File: src/logic/burst_label_pkg.sv
// shared constants and types for the burst source labelling block
package burst_label_pkg;

  // register byte offsets on the apb bus
  localparam logic [7:0] CTRL_OFFSET = 8'h00;
  localparam logic [7:0] GROUP_LOGON_OFFSET = 8'h04;
  localparam logic [7:0] HOST_ID_HI_OFFSET = 8'h08;
  localparam logic [7:0] HOST_ID_LO_OFFSET = 8'h0c;
  localparam logic [7:0] DEF_SVN_DA_OFFSET = 8'h10;
  localparam logic [7:0] DEF_SVN_RA_OFFSET = 8'h14;
  localparam logic [7:0] STATUS_OFFSET = 8'h18;

  // control register fields
  localparam int CTRL_TRAFFIC_RA_BIT = 0;
  localparam int CTRL_FORCE_TAG_BIT = 1;
  localparam logic [1:0] CTRL_RESET = 2'h0;

  // status register fields
  localparam int STATUS_REFUSED_MIX_BIT = 0;
  localparam int STATUS_REFUSED_TRAFFIC_BIT = 1;
  localparam int STATUS_BUSY_BIT = 2;
  localparam int STATUS_COUNT_LSB = 16;

  // identity field widths and reset values
  localparam int GROUP_WIDTH = 8;
  localparam int LOGON_WIDTH = 16;
  localparam int HOST_ID_WIDTH = 48;
  localparam int SVN_WIDTH = 16;
  localparam logic [47:0] HOST_ID_RESET = 48'h0000_0000_0000;
  localparam logic [23:0] GROUP_LOGON_RESET = 24'h00_0000;
  localparam logic [15:0] DEF_SVN_RESET = 16'h0000;

  // label lengths in bytes
  localparam logic [3:0] LOGON_LABEL_LEN = 4'h6;
  localparam logic [3:0] SOURCE_LABEL_LEN = 4'h3;
  localparam logic [3:0] NO_LABEL_LEN = 4'h0;
  localparam logic [3:0] SVN_TAG_LEN = 4'h1;
  localparam int LABEL_BUF_BYTES = 7;

  // output buffer
  localparam int FIFO_DEPTH = 32;

  typedef enum logic [1:0] {BURST_LOGON, BURST_CONTROL, BURST_TRAFFIC} burstKind_type;
  typedef enum logic {ACCESS_DEDICATED, ACCESS_RANDOM} accessKind_type;

  // one burst (or one segment of an sdu) to be labelled
  typedef struct packed {
    burstKind_type burstKind;
    accessKind_type accessKind;
    logic [SVN_WIDTH-1:0] virtual_network_number;
    logic alLabelNeeded;
    logic descriptorAllowsRa;
    logic sduFirst;
    logic sduLast;
    logic daPlanned;
  } request_type;

  // one emitted label byte
  typedef struct packed {
    logic alTag;
    logic last;
    logic [7:0] data;
  } labelByte_type;

endpackage

File: src/logic/burst_source_labeling.sv
// payload label and adaptation unit tag builder with apb registers and output fifo
//
// Operation
// - logon random access uses 48-bit host identity
// - control source is group then logon identifier
// - no address for control in dedicated slots
// - each unit carries its submitter's network number
// - tag network number when not the default
// - narrow tag keeps low bits, msb first
// - default number may drop unneeded tag
// - one-byte unit label carries network number
// - non-logon contention bursts carry three-byte source label
// - destination address never inserted, gateway implied
// - dedicated resources omit source and destination
// - unit and packet addresses inherited, omitted
// - map units to any compatible opportunity
// - no random access once sdu uses dedicated
// - no traffic in contention unless permitted
// - identifiers sent most significant byte first
`timescale 1ns/1ps

module label_fifo #(
  parameter int WIDTH = 10,
  parameter int DEPTH = 32
) (
  input wire logic clk,
  input wire logic rst,
  input wire logic inValid,
  output logic inReady,
  input wire logic [WIDTH-1:0] inData,
  output logic outValid,
  input wire logic outReady,
  output logic [WIDTH-1:0] outData
);
  localparam int AW = $clog2(DEPTH);

  logic [WIDTH-1:0] mem [DEPTH];
  logic [AW-1:0] wrPtr_q;
  logic [AW-1:0] rdPtr_q;
  logic [AW:0] count_q;
  wire logic doWrite = inValid && inReady;
  wire logic doRead = outValid && outReady;

  // full and empty come straight from the occupancy count
  assign inReady = (count_q != (AW + 1)'(DEPTH));
  assign outValid = (count_q != '0);
  assign outData = mem[rdPtr_q];

  // storage has no reset; only pointers and count need a defined state
  always_ff @(posedge clk)
  begin
    if (doWrite)
      mem[wrPtr_q] <= inData;
  end

  always_ff @(posedge clk or posedge rst)
  begin
    if (rst)
    begin
      wrPtr_q <= '0;
      rdPtr_q <= '0;
      count_q <= '0;
    end
    else
    begin
      if (doWrite)
        wrPtr_q <= (wrPtr_q == AW'(DEPTH - 1)) ? '0 : wrPtr_q + 1'b1;
      if (doRead)
        rdPtr_q <= (rdPtr_q == AW'(DEPTH - 1)) ? '0 : rdPtr_q + 1'b1;
      count_q <= count_q + (AW + 1)'(doWrite) - (AW + 1)'(doRead);
    end
  end
endmodule

module burst_source_labeling #(
  parameter int FIFO_WORDS = burst_label_pkg::FIFO_DEPTH
) (
  input wire logic clk,
  input wire logic rst,
  input wire logic psel,
  input wire logic penable,
  input wire logic pwrite,
  input wire logic [7:0] paddr,
  input wire logic [31:0] pwdata,
  output logic [31:0] prdata,
  output logic pready,
  output logic pslverr,
  input wire logic reqValid,
  input wire burst_label_pkg::request_type req,
  output logic reqReady,
  output logic infoValid,
  output logic [3:0] labelLen,
  output logic svnTagged,
  output logic refused,
  output logic outValid,
  output burst_label_pkg::labelByte_type outByte,
  input wire logic outReady
);
  typedef enum logic {IDLE, EMIT} state_type;

  localparam int BUF_BITS = 8 * burst_label_pkg::LABEL_BUF_BYTES;
  localparam int BYTE_W = $bits(burst_label_pkg::labelByte_type);

  // software-visible state
  logic [1:0] ctrl_q;
  logic [23:0] groupLogon_q;
  logic [47:0] hostId_q;
  logic [15:0] defSvnDa_q;
  logic [15:0] defSvnRa_q;
  logic [1:0] sticky_q;
  logic [15:0] burstCount_q;

  // builder state
  state_type state_q;
  logic [BUF_BITS-1:0] buf_q;
  logic [3:0] remain_q;
  logic [3:0] paylLeft_q;
  logic sduDa_q;

  // output port flops
  logic [31:0] prdata_q;
  logic pready_q;
  logic pslverr_q;
  logic reqReady_q;
  logic infoValid_q;
  logic [3:0] labelLen_q;
  logic svnTagged_q;
  logic refused_q;
  logic outValid_q;
  burst_label_pkg::labelByte_type outByte_q;

  // apb decode; the answer comes one cycle into the access phase
  wire logic apbAccess = psel && penable && !pready_q;
  wire logic apbWrite = apbAccess && pwrite;
  wire logic hitCtrl = (paddr == burst_label_pkg::CTRL_OFFSET);
  wire logic hitGroup = (paddr == burst_label_pkg::GROUP_LOGON_OFFSET);
  wire logic hitIdHi = (paddr == burst_label_pkg::HOST_ID_HI_OFFSET);
  wire logic hitIdLo = (paddr == burst_label_pkg::HOST_ID_LO_OFFSET);
  wire logic hitSvnDa = (paddr == burst_label_pkg::DEF_SVN_DA_OFFSET);
  wire logic hitSvnRa = (paddr == burst_label_pkg::DEF_SVN_RA_OFFSET);
  wire logic hitStatus = (paddr == burst_label_pkg::STATUS_OFFSET);
  wire logic hitAny = hitCtrl | hitGroup | hitIdHi | hitIdLo | hitSvnDa | hitSvnRa | hitStatus;

  wire logic [31:0] statusWord = {burstCount_q, 13'h0000, (state_q == EMIT), sticky_q};
  wire logic [31:0] readMux =
    hitCtrl ? {30'h0000_0000, ctrl_q} :
    hitGroup ? {8'h00, groupLogon_q} :
    hitIdHi ? {16'h0000, hostId_q[47:32]} :
    hitIdLo ? hostId_q[31:0] :
    hitSvnDa ? {16'h0000, defSvnDa_q} :
    hitSvnRa ? {16'h0000, defSvnRa_q} :
    hitStatus ? statusWord : 32'h0000_0000;

  // request evaluation
  wire logic accept = reqValid && reqReady_q;
  wire logic isRandom = (req.accessKind == burst_label_pkg::ACCESS_RANDOM);
  wire logic isTraffic = (req.burstKind == burst_label_pkg::BURST_TRAFFIC);
  wire logic isLogon = (req.burstKind == burst_label_pkg::BURST_LOGON);
  // dedicated use of this sdu, past, present or still to come
  wire logic daSeen = (req.sduFirst ? 1'b0 : sduDa_q) || !isRandom || req.daPlanned;
  wire logic refuseMix = isRandom && daSeen;
  wire logic refuseTraffic = isRandom && isTraffic && !req.descriptorAllowsRa
    && !ctrl_q[burst_label_pkg::CTRL_TRAFFIC_RA_BIT];
  wire logic refuseNow = refuseMix || refuseTraffic;

  // payload label: logon shows host identity, other contention bursts group then logon
  // identifier, dedicated bursts nothing since the plan table already names us
  wire logic [3:0] paylLen =
    !isRandom ? burst_label_pkg::NO_LABEL_LEN :
    isLogon ? burst_label_pkg::LOGON_LABEL_LEN :
    burst_label_pkg::SOURCE_LABEL_LEN;
  // left aligned so the first byte out is the most significant one; no destination
  // field exists at all because the gateway is the implied receiver
  wire logic [BUF_BITS-1:0] paylBits =
    !isRandom ? '0 :
    isLogon ? {hostId_q, 8'h00} :
    {groupLogon_q, 32'h0000_0000};

  // unit tag: the number of the submitting entity, default per access context
  wire logic [15:0] defSvn = isRandom ? defSvnRa_q : defSvnDa_q;
  wire logic needTag = isTraffic && ((req.virtual_network_number != defSvn) || req.alLabelNeeded
    || ctrl_q[burst_label_pkg::CTRL_FORCE_TAG_BIT]);
  // only the low byte fits the one-byte label, kept msb first
  wire logic [7:0] tagByte = req.virtual_network_number[7:0];
  wire logic [BUF_BITS-1:0] tagBits =
    {tagByte, 48'h0000_0000_0000} >> (7'(paylLen) * 7'd8);
  wire logic [3:0] totalLen = paylLen + (needTag ? burst_label_pkg::SVN_TAG_LEN : 4'h0);

  // fifo feed: one byte per cycle while emitting, stalled by a full fifo
  wire logic fifoInReady;
  wire logic fifoOutValid;
  wire logic [BYTE_W-1:0] fifoOutData;
  wire burst_label_pkg::labelByte_type emitByte = '{
    alTag: (paylLeft_q == 4'h0),
    last: (remain_q == 4'h1),
    data: buf_q[BUF_BITS-1 -: 8]
  };
  wire logic emitting = (state_q == EMIT);
  wire logic pushByte = emitting && fifoInReady;
  // output stage refills when empty or when its byte is being taken
  wire logic popByte = fifoOutValid && (!outValid_q || outReady);

  label_fifo #(
    .WIDTH(BYTE_W),
    .DEPTH(FIFO_WORDS)
  ) u_fifo (
    .clk(clk),
    .rst(rst),
    .inValid(emitting),
    .inReady(fifoInReady),
    .inData(emitByte),
    .outValid(fifoOutValid),
    .outReady(popByte),
    .outData(fifoOutData)
  );

  // apb answer registers
  always_ff @(posedge clk or posedge rst)
  begin
    if (rst)
    begin
      pready_q <= 1'b0;
      pslverr_q <= 1'b0;
      prdata_q <= 32'h0000_0000;
    end
    else
    begin
      pready_q <= apbAccess;
      pslverr_q <= apbAccess && !hitAny; // unmapped address answers with an error
      prdata_q <= (apbAccess && !pwrite) ? readMux : 32'h0000_0000;
    end
  end

  // software-written configuration; identity is loaded from non-volatile store by software
  always_ff @(posedge clk or posedge rst)
  begin
    if (rst)
    begin
      ctrl_q <= burst_label_pkg::CTRL_RESET;
      groupLogon_q <= burst_label_pkg::GROUP_LOGON_RESET;
      hostId_q <= burst_label_pkg::HOST_ID_RESET;
      defSvnDa_q <= burst_label_pkg::DEF_SVN_RESET;
      defSvnRa_q <= burst_label_pkg::DEF_SVN_RESET;
    end
    else if (apbWrite)
    begin
      if (hitCtrl)
        ctrl_q <= pwdata[1:0];
      if (hitGroup)
        groupLogon_q <= pwdata[23:0];
      if (hitIdHi)
        hostId_q[47:32] <= pwdata[15:0];
      if (hitIdLo)
        hostId_q[31:0] <= pwdata[31:0];
      if (hitSvnDa)
        defSvnDa_q <= pwdata[15:0];
      if (hitSvnRa)
        defSvnRa_q <= pwdata[15:0];
    end
  end

  // sticky refusal flags: write one to clear, a new refusal in the same cycle wins
  wire logic [1:0] stickyClr = (apbWrite && hitStatus) ? pwdata[1:0] : 2'b00;
  wire logic [1:0] stickySet = accept ? {refuseTraffic, refuseMix} : 2'b00;

  always_ff @(posedge clk or posedge rst)
  begin
    if (rst)
    begin
      sticky_q <= 2'b00;
      burstCount_q <= 16'h0000;
      sduDa_q <= 1'b0;
    end
    else
    begin
      sticky_q <= (sticky_q & ~stickyClr) | stickySet;
      if (accept && !refuseNow)
        burstCount_q <= burstCount_q + 16'h0001;
      if (accept)
        sduDa_q <= req.sduLast ? 1'b0 : daSeen;
    end
  end

  // builder: take a request, then shift its label bytes into the fifo
  always_ff @(posedge clk or posedge rst)
  begin
    if (rst)
    begin
      state_q <= IDLE;
      buf_q <= '0;
      remain_q <= 4'h0;
      paylLeft_q <= 4'h0;
      reqReady_q <= 1'b0;
    end
    else
    begin
      unique case (state_q)
        IDLE:
        begin
          reqReady_q <= 1'b1;
          if (accept && !refuseNow && totalLen != 4'h0)
          begin
            state_q <= EMIT;
            buf_q <= paylBits | (needTag ? tagBits : '0);
            remain_q <= totalLen;
            paylLeft_q <= paylLen;
            reqReady_q <= 1'b0;
          end
        end
        EMIT:
        begin
          if (pushByte)
          begin
            buf_q <= buf_q << 8;
            remain_q <= remain_q - 4'h1;
            if (paylLeft_q != 4'h0)
              paylLeft_q <= paylLeft_q - 4'h1;
            if (remain_q == 4'h1)
            begin
              state_q <= IDLE;
              reqReady_q <= 1'b1;
            end
          end
        end
      endcase
    end
  end

  // per-burst summary, one-cycle pulse at acceptance
  always_ff @(posedge clk or posedge rst)
  begin
    if (rst)
    begin
      infoValid_q <= 1'b0;
      labelLen_q <= 4'h0;
      svnTagged_q <= 1'b0;
      refused_q <= 1'b0;
    end
    else
    begin
      infoValid_q <= accept;
      refused_q <= accept && refuseNow;
      if (accept)
      begin
        labelLen_q <= refuseNow ? 4'h0 : paylLen;
        svnTagged_q <= !refuseNow && needTag;
      end
    end
  end

  // output register stage so the byte stream leaves straight from flops
  always_ff @(posedge clk or posedge rst)
  begin
    if (rst)
    begin
      outValid_q <= 1'b0;
      outByte_q <= '0;
    end
    else if (!outValid_q || outReady)
    begin
      outValid_q <= fifoOutValid;
      if (fifoOutValid)
        outByte_q <= fifoOutData;
    end
  end

  assign prdata = prdata_q;
  assign pready = pready_q;
  assign pslverr = pslverr_q;
  assign reqReady = reqReady_q;
  assign infoValid = infoValid_q;
  assign labelLen = labelLen_q;
  assign svnTagged = svnTagged_q;
  assign refused = refused_q;
  assign outValid = outValid_q;
  assign outByte = outByte_q;
endmodule

File: config.mk
export PLATFORM = sky130hd
export DESIGN_NAME = burst_source_labeling
export DESIGN_NICKNAME = d
export VERILOG_FILES = /design/src/logic/burst_label_pkg.sv /design/src/logic/burst_source_labeling.sv
export SDC_FILE = /design/constraint.sdc
export NUM_CORES = 1
export LEC_CHECK = 0
export BUFFER_PORTS_ARGS = -buffer_cell sky130_fd_sc_hd__buf_2
export CORE_MARGIN = 2
export CORE_UTILIZATION = 44
export CTS_CLUSTER_DIAMETER = 150
export DETAILED_ROUTE_END_ITERATION = 8
export HOLD_SLACK_MARGIN = 0.1
export PLACE_DENSITY_LB_ADDON = 0.25
export SLEW_MARGIN = 10
export SYNTH_ARGS = -nofsm -noshare
export SYNTH_HDL_FRONTEND = slang
export SYNTH_SLANG_ARGS = --single-unit
File: constraint.sdc
create_clock -name clk -period 14.1 [get_ports clk]
set_input_delay 2.115 -clock clk [delete_from_list [all_inputs] [get_ports clk]]
set_output_delay 2.115 -clock clk [all_outputs]
set_load 0.005 [all_outputs]
==> impl_results.md, run 1 <==
- Final core utilization: 50.69%
- Fill cells: 4661
- Mapped Cells: 1688
- Simple logic cell fraction of the synthesized area: 6.566%
- Post-DP HPWL: 40.34 mm
- CP startpoint kind: input port
- Max VDD drop: 153.4 µV
- Die height: 240.4 µm
- Slew headroom: 14.34%
- Worst setup EP type: flop
- Via density per instance: 5.751
- Fin Setup TNS: 0 ns
- Min-delay worst type: flop to flop
- Post-CTS Setup Inserts: 0
- Clock skew: 0.03331 ns
- Period utilization: 44.97%
- Register area: 0.01607 mm²
- Port Buffers: 122
- Synth top area share: 39.09%
- EDFF count, synth: 320
- Final Hold Viols: 0
- Share of flip-flops with an asynchronous set or reset: 44.64%
- Num rows: 86
- Full die area: 0.05778 mm²
- GRT Util Overall: 21.94%
- Area Overhead vs Synth: 13.83%
- Leakage: 11.16 nW
- Least-Margin Pin Slew: 1.284 ns
- N_diodes: 0
- Initial Util: 44.54%
- Data arrival, critical path: 6.88 ns
- Ys flop type: edfxtp_1
- Synth Net Count: 1782
- Routability cong.: 0.8520
- CTS resizes: 0
- Vias in the first global route: 15060
- Max-cap viol count: 0
- Adder-cell share of the synthesized area: 1.201%
- Status: completed
- Worst Slack Setup Final: 7.759 ns
- Top cells by area, synth: edfxtp_1 (39%), dfrtp_1 (26%), mux4_2 (6.4%)
- Final Setup Violations: 0
- Uppermost routed layer: met5
- Mux cell area share after synthesis: 15.26%
- Tmin final: 6.341 ns
- Routed wire length: 62.04 mm
- Setup CP Type: input port to flop
- DRT Pass-1 Iters: 6
- CORE AREA: 0.05520 mm²
- Htree depth: 2
- Yosys Warn Count: 0
- Power per Cell Area: 188.5 mW/mm²
- Remaining DRCs: 0
- Initial antenna violation count: 1
- Area of the multi-input gates: 0.007973 mm²
- Avg Inst Size Synth: 14.56 µm²
- Post-synthesis sequential area ratio: 65.35%
- Root Driver: clkbuf_16
- Fmax achieved: 157.7 MHz
- Worst-path fanout max: 59
- Synthesized cell area: 0.02458 mm²
- RSZ-0062 raised after global routing: no
- CTS buffer count: 60
- Post-place setup slack: 7.207 ns
- Metal2 WL: 29.58 mm
- Hold buffers post-CTS: 0
- Largest family of logic cells by synthesized area: multiplexers
- Initial DRC Count: 1316
- Crit path required time: 14.64 ns
- Overflow left after global routing: 0
- Met3 WL post-DR: 3.612 mm
- CTS tree: yes
- Die X-Extent: 240.4 µm
- Layout cells sized above 1: 23.62%
- Post-synthesis cell type count: 61
- Pin count of the biggest net entering global routing: 110
- Drt wl/cell: 23.96 µm
- Final Max Tran Viols: 0
- Synth Area in XOR/XNOR: 1.247%
- Synth Area in Compound Gates: 8.031%
- IO Pins: 124
- Clock latency on the worst-skew pair: 0.64 ns
- Vias: 14890
- Final #Nets: 1884
- Final ANT Viol Nets: 0
- First-pass GRT wire length: 94.74 mm
- M1 WL: 26.83 mm
- Largest area contributor in the netlist: edfxtp_1
- CTS clock-pin slew for the worst setup and hold paths: 0.06 ns
- CTS Buffer Depth: 3
- Clock sink total: 578
- #FFs+latches synth: 578
[synth_stat cells, types with 14 or more instances]
cell and number:
and3_1 19, dfrtp_1 258, mux4_2 70, a21oi_1 111, edfxtp_1 320, nor2_1 119, mux2i_1 70, mux2_2 101
a22oi_1 35, mux2_1 30, nand2_1 89, xnor2_1 26, inv_1 23, ha_1 22, clkbuf_1 57, nor3_1 18
o21ai_0 58, a21o_1 14, nand4_1 23, a221oi_1 23, nand3_1 16, buf_2 31
[state kept, by name (all words and copies together) (netlist names), 2 cells and up]
| signal | flops |
|---|---|
| labelLen | 3 |
| defSvnRa_q | 16 |
| u_fifo.wrPtr_q | 5 |
| hostId_q | 48 |
| outByte | 10 |
| paylLeft_q | 4 |
| groupLogon_q | 24 |
| buf_q | 56 |
| remain_q | 4 |
| ctrl_q | 2 |
| u_fifo.mem | 320 |
| u_fifo.rdPtr_q | 5 |
| prdata | 32 |
| sticky_q | 2 |
| defSvnDa_q | 16 |
| u_fifo.count_q | 6 |
| burstCount_q | 16 |
[through the flow]
stage | power (W) | area (µm²) | std cells | hold slack, ns
6_report | 0.005275 | 27980 | 2590 | 0.4742
3_3_place_gp | 0.003607 | 25850 | 2476 | 0.4591
4_1_cts | 0.005327 | 27980 | 2590 | 0.4787
2_1_floorplan | 0.003192 | 24580 | 1688 | 0.4462
5_1_grt | 0.005536 | 27980 | 2590 | 0.4992
3_5_place_dp | 0.003654 | 25850 | 2476 | 0.4632
[where the power goes]
group | switching, W | internal [W]
clock | 0.000678 | 0.000994
combinational | 0.000719 | 0.000494
sequential | 0.000249 | 0.00214
total | 0.00165 | 0.00363
[placed cells by master, fill, tap and decap left out, drive strengths merged, types with 11 or more instances in the layout]
| cell type | instances |
|---|---|
| dfrtp | 258 |
| xnor2 | 26 |
| edfxtp | 320 |
| clkinv | 24 |
| nor2 | 120 |
| inv | 23 |
| nor3 | 19 |
| buf | 143 |
| mux2 | 131 |
| clkbuf | 78 |
| nand3 | 16 |
| o22a | 11 |
| o21bai | 11 |
| and3 | 19 |
| a21oi | 111 |
| a221oi | 23 |
| o21ai | 63 |
| a21o | 14 |
| a22oi | 35 |
| nand2b | 13 |
| ha | 22 |
| nand4 | 24 |
| mux4 | 70 |
| mux2i | 70 |
| nand2 | 89 |
| o22ai | 13 |
[path summary, 6_finish.rpt]
kind                          startpoint  slack (ns)  depth (start not counted)           to
max                              req[21]        7.76                         13    buf_q[15]
min                          labelLen[1]        0.47                          2  labelLen[1]
max reg2reg                defSvnRa_q[3]        9.60                         12    buf_q[15]
min reg2reg                  labelLen[1]        0.47                          2  labelLen[1]
max in group asynchronous            rst       10.79                          3    buf_q[51]
min in group asynchronous            rst        1.64                          2   outByte[4]
[area by class of cell]
class | count | area share, %
flip-flops and latches | 578 | 57.44
multi-input cells | 981 | 28.49
clock buffers | 78 | 5.893
well taps | 748 | 3.345
repair buffers | 143 | 2.745
clock inverters | 36 | 1.708
inverters | 26 | 0.3756
[layer usage]
layer  vias up  track usage (%)
li1       6628                -
met1      7655            30.62
met2       492            35.24
met3       117            3.639
met4         2            7.002
met5         -                0
[worst max-delay path, stage by stage]
cell and delay (ns):
buf_2 0.65, mux2i_1 0.36, xnor2_1 0.10, nor4_1 0.38, nand4_2 0.44, and2_4 0.34
ha_1 0.21, ha_1 0.29, a211o_1 0.27, o211ai_1 0.34, nand2b_2 0.92, o21ai_0 0.24
a21oi_1 0.20
[kinds of logic after synthesis]
family	count (synthesis)
buffers and inverters	129
other	1
flip-flops	578
adder cells (fa/ha/maj)	23
multiplexers	271
XOR/XNOR	35
AND/OR/NAND/NOR	338
AO/OA/AOI/OAI	313
Power figures use the tool's default switching activity.
==> inputs of run 2 (changes only) <==
Clock period 14.1 ns to 5.42 ns, I/O delays scaled along.
==> impl_results.md, run 2 (synthesized netlist as in run 1, its figures left out) <==
- Status: completed (unchanged)
- Remaining DRCs: 0 (unchanged)
- Flop2flop setup slack: 1.53 ns (was 9.60 ns)
- Gr busiest metal: met2 (unchanged)
- Fmax achieved: 235.4 MHz
- Fill cells: 4662 (was 4661)
- CTS resizes: 0 (unchanged)
- Crit path capture: buf_q[8] (was buf_q[15])
- Final Setup Violations: 0 (unchanged)
- Register area: 0.01607 mm² (about the same)
- Vias in the first global route: 14960 (was 15060)
- CTS Buffer Depth: 3 (unchanged)
- Via density per instance: 5.731 (was 5.751)
- Biggest register: u_fifo.mem (unchanged)
- CP startpoint kind: input port (unchanged)
- Period utilization: 78.38%
- Post-CTS Setup Inserts: 0 (unchanged)
- Final Max Tran Viols: 0 (unchanged)
- Final Hold Viols: 0 (unchanged)
- Routed wire length: 61.75 mm (was 62.04 mm)
- Worst-path fanout max: 22 (was 59)
- Leakage: 11.19 nW (was 11.16 nW)
- First-pass GRT wire length: 94.00 mm (was 94.74 mm)
- Port Buffers: 122 (unchanged)
- Crit-path cells: buf_2, mux2i_1, xnor2_1, nor4_1, nand4_2, buf_4, and2_4, ha_1, ha_1, a211o_1, o211ai_1, nand2b_2, buf_4, o21ai_0, a21oi_1 (was buf_2, mux2i_1, xnor2_1, nor4_1, nand4_2, and2_4, ha_1, ha_1, a211o_1, o211ai_1, nand2b_2, o21ai_0, a21oi_1)
- Htree depth: 2 (unchanged)
- Worst r2r dst: buf_q[8] (was buf_q[15])
- Crit path required time: 5.96 ns (was 14.64 ns)
- Setup CP Type: input port to flop (unchanged)
- Largest regs: u_fifo.mem (320), buf_q (56), hostId_q (48) (unchanged)
- Final #Nets: 1892 (was 1884)
- IO Pins: 124 (unchanged)
- Vias: 14880 (was 14890)
- Tmin final: 4.248 ns
- Worst setup EP type: flop (unchanged)
- Initial antenna violation count: 4 (was 1)
- CTS buffer count: 60 (unchanged)
- CTS tree: yes (unchanged)
- Num rows: 86 (unchanged)
- Initial DRC Count: 1157 (was 1316)
- Area Overhead vs Synth: 13.88% (was 13.83%)
- Most frequent cells in the layout: edfxtp_1 (320), dfrtp_1 (255), buf_2 (122) (was edfxtp_1 (320), dfrtp_1 (253), buf_2 (122))
- Least-Margin Pin Slew: 1.180 ns (was 1.284 ns)
- Overflow left after global routing: 0 (unchanged)
- Post-DP HPWL: 40.91 mm (was 40.34 mm)
- Crit path from: req[21] (unchanged)
- WP buf/inv: 3 (was 1)
- Clock latency on the worst-skew pair: 0.63 ns (was 0.64 ns)
- Met1 usage: 29.97% (was 30.62%)
- Hold buffers post-CTS: 0 (unchanged)
- Max-cap viol count: 0 (unchanged)
- Slew headroom: 21.33% (was 14.34%)
- M3 GR Usage: 4.661% (was 3.639%)
- Fin Setup TNS: 0 ns (unchanged)
- Worst Reg-to-Reg Cells: 14 (was 12)
- Routability cong.: 0.9017 (was 0.8520)
- Final core utilization: 50.72% (was 50.69%)
- RSZ-0062 raised after global routing: no (unchanged)
- Root Driver: clkbuf_16 (unchanged)
- Final ANT Viol Nets: 0 (unchanged)
- Data arrival, critical path: 4.79 ns (was 6.88 ns)
- Die height: 240.4 µm (unchanged)
- Commonest non-fill, non-tap cell in the layout: edfxtp_1 (unchanged)
- Die X-Extent: 240.4 µm (unchanged)
- Layout cells sized above 1: 23.76% (was 23.62%)
- Post-place setup slack: 0.5662 ns (was 7.207 ns)
- Met2 Use GR: 34.58% (was 35.24%)
- Pin count of the biggest net entering global routing: 185 (was 110)
- GRT Util Overall: 21.86% (was 21.94%)
- Max VDD drop: 385.4 µV (was 153.4 µV)
- Initial Util: 44.54% (unchanged)
- Slowest CP cell: buf_2 (was nand2b_2)
- Clock sink total: 578 (unchanged)
- Clock skew: 0.02699 ns (was 0.03331 ns)
- Power per Cell Area: 487.0 mW/mm² (was 188.5 mW/mm²)
- DRT Pass-1 Iters: 5 (was 6)
- Worst Slack Setup Final: 1.172 ns (was 7.759 ns)
- Area of the multi-input gates: 0.007973 mm² (unchanged)
- Full die area: 0.05778 mm² (unchanged)
- Delay-heaviest family, CP: simple AND/OR/NAND/NOR gates (unchanged)
- Critical Path Max Stage Delay: 0.47 ns (was 0.92 ns)
- CORE AREA: 0.05520 mm² (unchanged)
- CTS clock-pin slew for the worst setup and hold paths: 0.06 ns (about the same)
- Max FFs per register: 320 (unchanged)
- Crit path depth: 15 (was 13)
- Drt wl/cell: 23.78 µm (was 23.96 µm)
- Worst r2r src: defSvnRa_q[3] (unchanged)
- Min-delay worst type: input port to async pin (was flop to flop)
-- run 2: cell count changes in the layout (fill, tap and decap cells not counted), moves of 4 or more --
cell / before / now
clkbuf_1: 10 / 14
bufinv_16: 9 / 5
buf_4: 21 / 27
clkinv_1: 9 / 5
-- run 2: cell type report --
| class | instances | share of cell area (%) |
|---|---|---|
| multi-input combinational | 981 | 28.48 |
| antenna | 1 | 0.008939 |
| tap | 748 | 3.343 |
| timing repair buffer | 151 | 3.048 |
| clock buffer | 89 | 6.342 |
| inverter | 26 | 0.3620 |
| sequential | 578 | 57.41 |
| clock inverter | 23 | 1.010 |
-- run 2: power by group --
| group | leakage, nW | internal [W] | switching [W] |
|---|---|---|---|
| sequential | 6.35 | 0.00557 | 0.000721 |
| clock | 1.01 | 0.00251 | 0.00173 |
| combinational | 3.83 | 0.00130 | 0.00180 |
-- run 2: worst register-to-register path, cell delays in order, from the launching register on --
cell and delay (ns):
dfrtp_1 0.41, mux2i_1 0.22, xnor2_1 0.09, nor4_1 0.39, nand4_2 0.15, buf_4 0.22
and2_4 0.18, ha_1 0.21, ha_1 0.30, a211o_1 0.27, o211ai_1 0.35, nand2b_2 0.44
buf_4 0.28, o21ai_0 0.12, a21oi_1 0.18
-- run 2: layer usage --
layer,wire (µm),vias up
li1,-,6647
met1,26480,7612
met2,29060,501
met3,4102,118
met4,2067,6
met5,43,-
-- run 2: stage by stage --
stage / std cells / power, W / hold slack, ns / area [µm²]
floorplan: 1688 / 0.008304 / 0.4462 / 24590
global placement: 2484 / 0.009396 / 0.4620 / 25930
detailed placement: 2484 / 0.009509 / 0.4676 / 25930
CTS: 2596 / 0.01376 / 0.2776 / 27990
global route: 2596 / 0.01431 / 0.3034 / 27990
finish: 2597 / 0.01363 / 0.2899 / 28000
-- run 2: how the worst min path moves through the flow --
stage | from | end | cells after the start
global route | rst | u_fifo.rdPtr_q[2] | 2
floorplan | burstCount_q[15] | burstCount_q[15] | 1
CTS | rst | outByte[5] | 2
detailed placement | outByte[9] | outByte[9] | 2
finish | rst | outByte[5] | 2
global placement | outByte[5] | outByte[5] | 2
==> inputs of run 3 (changes only) <==
Settings changed: ABC_AREA set to 1.
Clock period 5.42 ns to 4.18 ns, I/O delays scaled along.
==> impl_results.md, run 3 <==
- Status: completed (unchanged)
- Htree depth: 2 (unchanged)
- Synth Net Count: 2621 (was 1782)
- Yosys Warn Count: 0 (unchanged)
- Max FFs per register: 320 (unchanged)
- Biggest register: u_fifo.mem (unchanged)
- Fill cells: 5227 (was 4662)
- Max-cap viol count: 0 (unchanged)
- Power per Cell Area: 641.2 mW/mm² (was 487.0 mW/mm²)
- CTS Buffer Depth: 3 (unchanged)
- #FFs+latches synth: 578 (unchanged)
- Ys flop type: edfxtp_1 (unchanged)
- Top-count cell post-synth: nand2_1 (was edfxtp_1)
- Synthesized cell area: 0.02511 mm² (was 0.02458 mm²)
- CTS clock-pin slew for the worst setup and hold paths: 0.06 ns (about the same)
- Final Setup Violations: 0 (unchanged)
- Layout cells sized above 1: 10.72% (was 23.76%)
- DRT Pass-1 Iters: 5 (unchanged)
- Worst setup EP type: flop (unchanged)
- Metal2 WL: 31.57 mm (was 29.06 mm)
- Slew headroom: 13.36% (was 21.33%)
- Comb pwr share: 29.6% (was 22.7%)
- CTS tree: yes (unchanged)
- Post-DP HPWL: 43.91 mm (was 40.91 mm)
- EDFF count, synth: 320 (unchanged)
- Clock latency on the worst-skew pair: 0.64 ns (was 0.63 ns)
- Sw Share: 36.05% (was 31.23%)
- Overflow left after global routing: 0 (unchanged)
- Leakage: 11.70 nW (was 11.19 nW)
- Flop pwr share: 41.8% (was 46.1%)
- Register area: 0.01607 mm² (about the same)
- Post-synthesis sequential area ratio: 63.98% (was 65.35%)
- Setup CP Type: flop to flop (was input port to flop)
- Die X-Extent: 242.9 µm (was 240.4 µm)
- Fin Setup TNS: 0 ns (unchanged)
- Top cells by area, synth: edfxtp_1 (38%), dfrtp_1 (26%), nand2_1 (9.2%) (was edfxtp_1 (39%), dfrtp_1 (26%), mux4_2 (6.4%))
- Worst-path fanout max: 22 (unchanged)
- Max VDD drop: 475.8 µV (was 385.4 µV)
- Pin count of the biggest net entering global routing: 162 (was 185)
- First-pass GRT wire length: 106.0 mm (was 94.00 mm)
- Port Buffers: 122 (unchanged)
- Post-place setup slack: 0.6122 ns (was 0.5662 ns)
- Fmax achieved: 322.7 MHz
- Worst Slack Setup Final: 1.081 ns (was 1.172 ns)
- Initial DRC Count: 1617 (was 1157)
- Final ANT Viol Nets: 0 (unchanged)
- Final #Nets: 2723 (was 1892)
- Synth top area share: 38.27% (was 39.09%)
- Synth cell count leaders: nand2_1 (617), edfxtp_1 (320), o21ai_0 (290), nor2_1 (278), dfrtp_1 (258) (was edfxtp_1 (320), dfrtp_1 (258), nor2_1 (119), a21oi_1 (111), mux2_2 (101))
- Commonest non-fill, non-tap cell in the layout: nand2_1 (was edfxtp_1)
- Uppermost routed layer: met4 (was met5)
- Die height: 242.9 µm (was 240.4 µm)
- Overall power: 0.01823 W (was 0.01363 W)
- Least-Margin Pin Slew: 1.300 ns (was 1.180 ns)
- Vias: 18660 (was 14880)
- CP startpoint kind: flop (was input port)
- Final Hold Viols: 0 (unchanged)
- Share of flip-flops with an asynchronous set or reset: 44.64% (unchanged)
- Area of the multi-input gates: 0.007849 mm² (was 0.007973 mm²)
- GRT Util Overall: 23.09% (was 21.86%)
- Min-delay worst type: input port to flop (was input port to async pin)
- Avg Inst Size Synth: 9.937 µm² (was 14.56 µm²)
- Most frequent cells in the layout: nand2_1 (616), edfxtp_1 (320), o21ai_0 (290) (was edfxtp_1 (320), dfrtp_1 (255), buf_2 (122))
- Via density per instance: 5.436 (was 5.731)
- IO Pins: 124 (unchanged)
- CTS buffer count: 59 (was 60)
- Hold WS: 0.2300 ns (was 0.2899 ns)
- Flop2flop setup slack: 1.08 ns (was 1.53 ns)
- Routability cong.: 0.8841 (was 0.9017)
- Period utilization: 74.14%
- Clock sink total: 578 (unchanged)
- Worst Reg-to-Reg Cells: 8 (was 14)
- Clock power frac: 28.7% (was 31.1%)
- Drt wl/cell: 19.89 µm (was 23.78 µm)
- Cell-internal power: 0.01166 W (was 0.009376 W)
- Crit path required time: 4.43 ns (was 5.96 ns)
- Tmin final: 3.099 ns
- Met3 WL post-DR: 4.743 mm (was 4.102 mm)
- Largest area contributor in the netlist: edfxtp_1 (unchanged)
- Vias in the first global route: 18270 (was 14960)
- CORE AREA: 0.05639 mm² (was 0.05520 mm²)
- Remaining DRCs: 0 (unchanged)
- Post-CTS Setup Inserts: 0 (unchanged)
- Full die area: 0.05900 mm² (was 0.05778 mm²)
- Post-synthesis cell type count: 45 (was 61)
- Final Max Tran Viols: 0 (unchanged)
- WHS Path Cells: 3
- Largest regs: u_fifo.mem (320), buf_q (56), hostId_q (48) (unchanged)
- Net switching power: 0.006574 W (was 0.004258 W)
- Mapped Cells: 2527 (was 1688)
- N_diodes: 0 (was 1)
- Routed wire length: 68.26 mm (was 61.75 mm)
- Initial Util: 44.53% (was 44.54%)
- Initial antenna violation count: 0 (was 4)
- Root Driver: clkbuf_16 (unchanged)
- Clock skew: 0.03196 ns (was 0.02699 ns)
- RSZ-0062 raised after global routing: no (unchanged)
- M1 WL: 29.58 mm (was 26.48 mm)
- Num rows: 87 (was 86)
- Data arrival, critical path: 3.35 ns (was 4.79 ns)
- Area Overhead vs Synth: 13.24% (was 13.88%)
-- run 3: cell count changes in the layout (fill, tap and decap cells not counted), moves of 83 or more --
| cell | delta |
|---|---|
| nand2_1 | +527 |
| nor2_1 | +162 |
| o21ai_0 | +232 |
| nand3_1 | +83 |
| mux2_2 | -99 |
| inv_1 | +134 |
-- run 3: power groups by stage --
| stage | clock, W | sequential (W) | combinational [W] |
|---|---|---|---|
| 4_1_cts | 0.00531 | 0.00762 | 0.00540 |
| 3_5_place_dp | 0 | 0.00772 | 0.00538 |
| 6_report | 0.00523 | 0.00761 | 0.00539 |
| 2_1_floorplan | 0 | 0.00761 | 0.00352 |
| 5_1_grt | 0.00554 | 0.00769 | 0.00603 |
| 3_3_place_gp | 0 | 0.00770 | 0.00524 |
-- run 3: final timing paths --
path	start	end
worst min register to register	pready	pready
worst max-delay path	u_fifo.count_q[2]	u_fifo.mem[24][3]
worst max register to register	u_fifo.count_q[2]	u_fifo.mem[24][3]
max in group asynchronous	rst	hostId_q[30]
min in group asynchronous	rst	hostId_q[6]
worst min-delay path	penable	pready
-- run 3: critical path, cell delays in order (launching register included) --
cell and delay [ns]:
dfrtp_1 0.34, inv_1 0.06, ha_1 0.23, nand4_1 0.11, nand2_1 0.06, buf_4 0.23, inv_1 0.31, nand2_1 0.37
nor2_1 1.01
-- run 3: cells by family after synthesis --
group,count (synthesis),synth area share [%]
XOR/XNOR,19,0.6627
AO/OA/AOI/OAI,557,12.50
AND/OR/NAND/NOR,1048,16.78
multiplexers,2,0.08968
flip-flops,578,63.98
adder cells (fa/ha/maj),23,1.176
other,1,0.01493
buffers and inverters,299,4.798
-- run 3: repair_timing --
action                    CTS  global route
hold buffers                1             0
hold endpoints to repair   14             0
gates resized for setup     0             0
-- run 3: layout make-up --
type	instances	share of cell area (%)
clock inverter	12	0.6116
sequential	578	56.51
multi-input combinational	1650	27.60
timing repair buffer	173	3.634
inverter	167	2.244
tap	756	3.326
clock buffer	96	6.072
-- run 3: routing by layer --
layer  vias up  GRT usage (%)
met5         -              0
met4         0          8.174
met3       131          4.124
met2       689          36.96
met1      9053          31.75
li1       8785              -
-- run 3: metrics by stage --
step / cells / area [µm²] / utilization, %
detailed placement: 3323 / 26530 / 47.04
floorplan: 2527 / 25120 / -
global route: 3432 / 28440 / 50.43
finish: 3432 / 28440 / 50.43
CTS: 3432 / 28440 / 50.43
global placement: 3323 / 26530 / 47.04
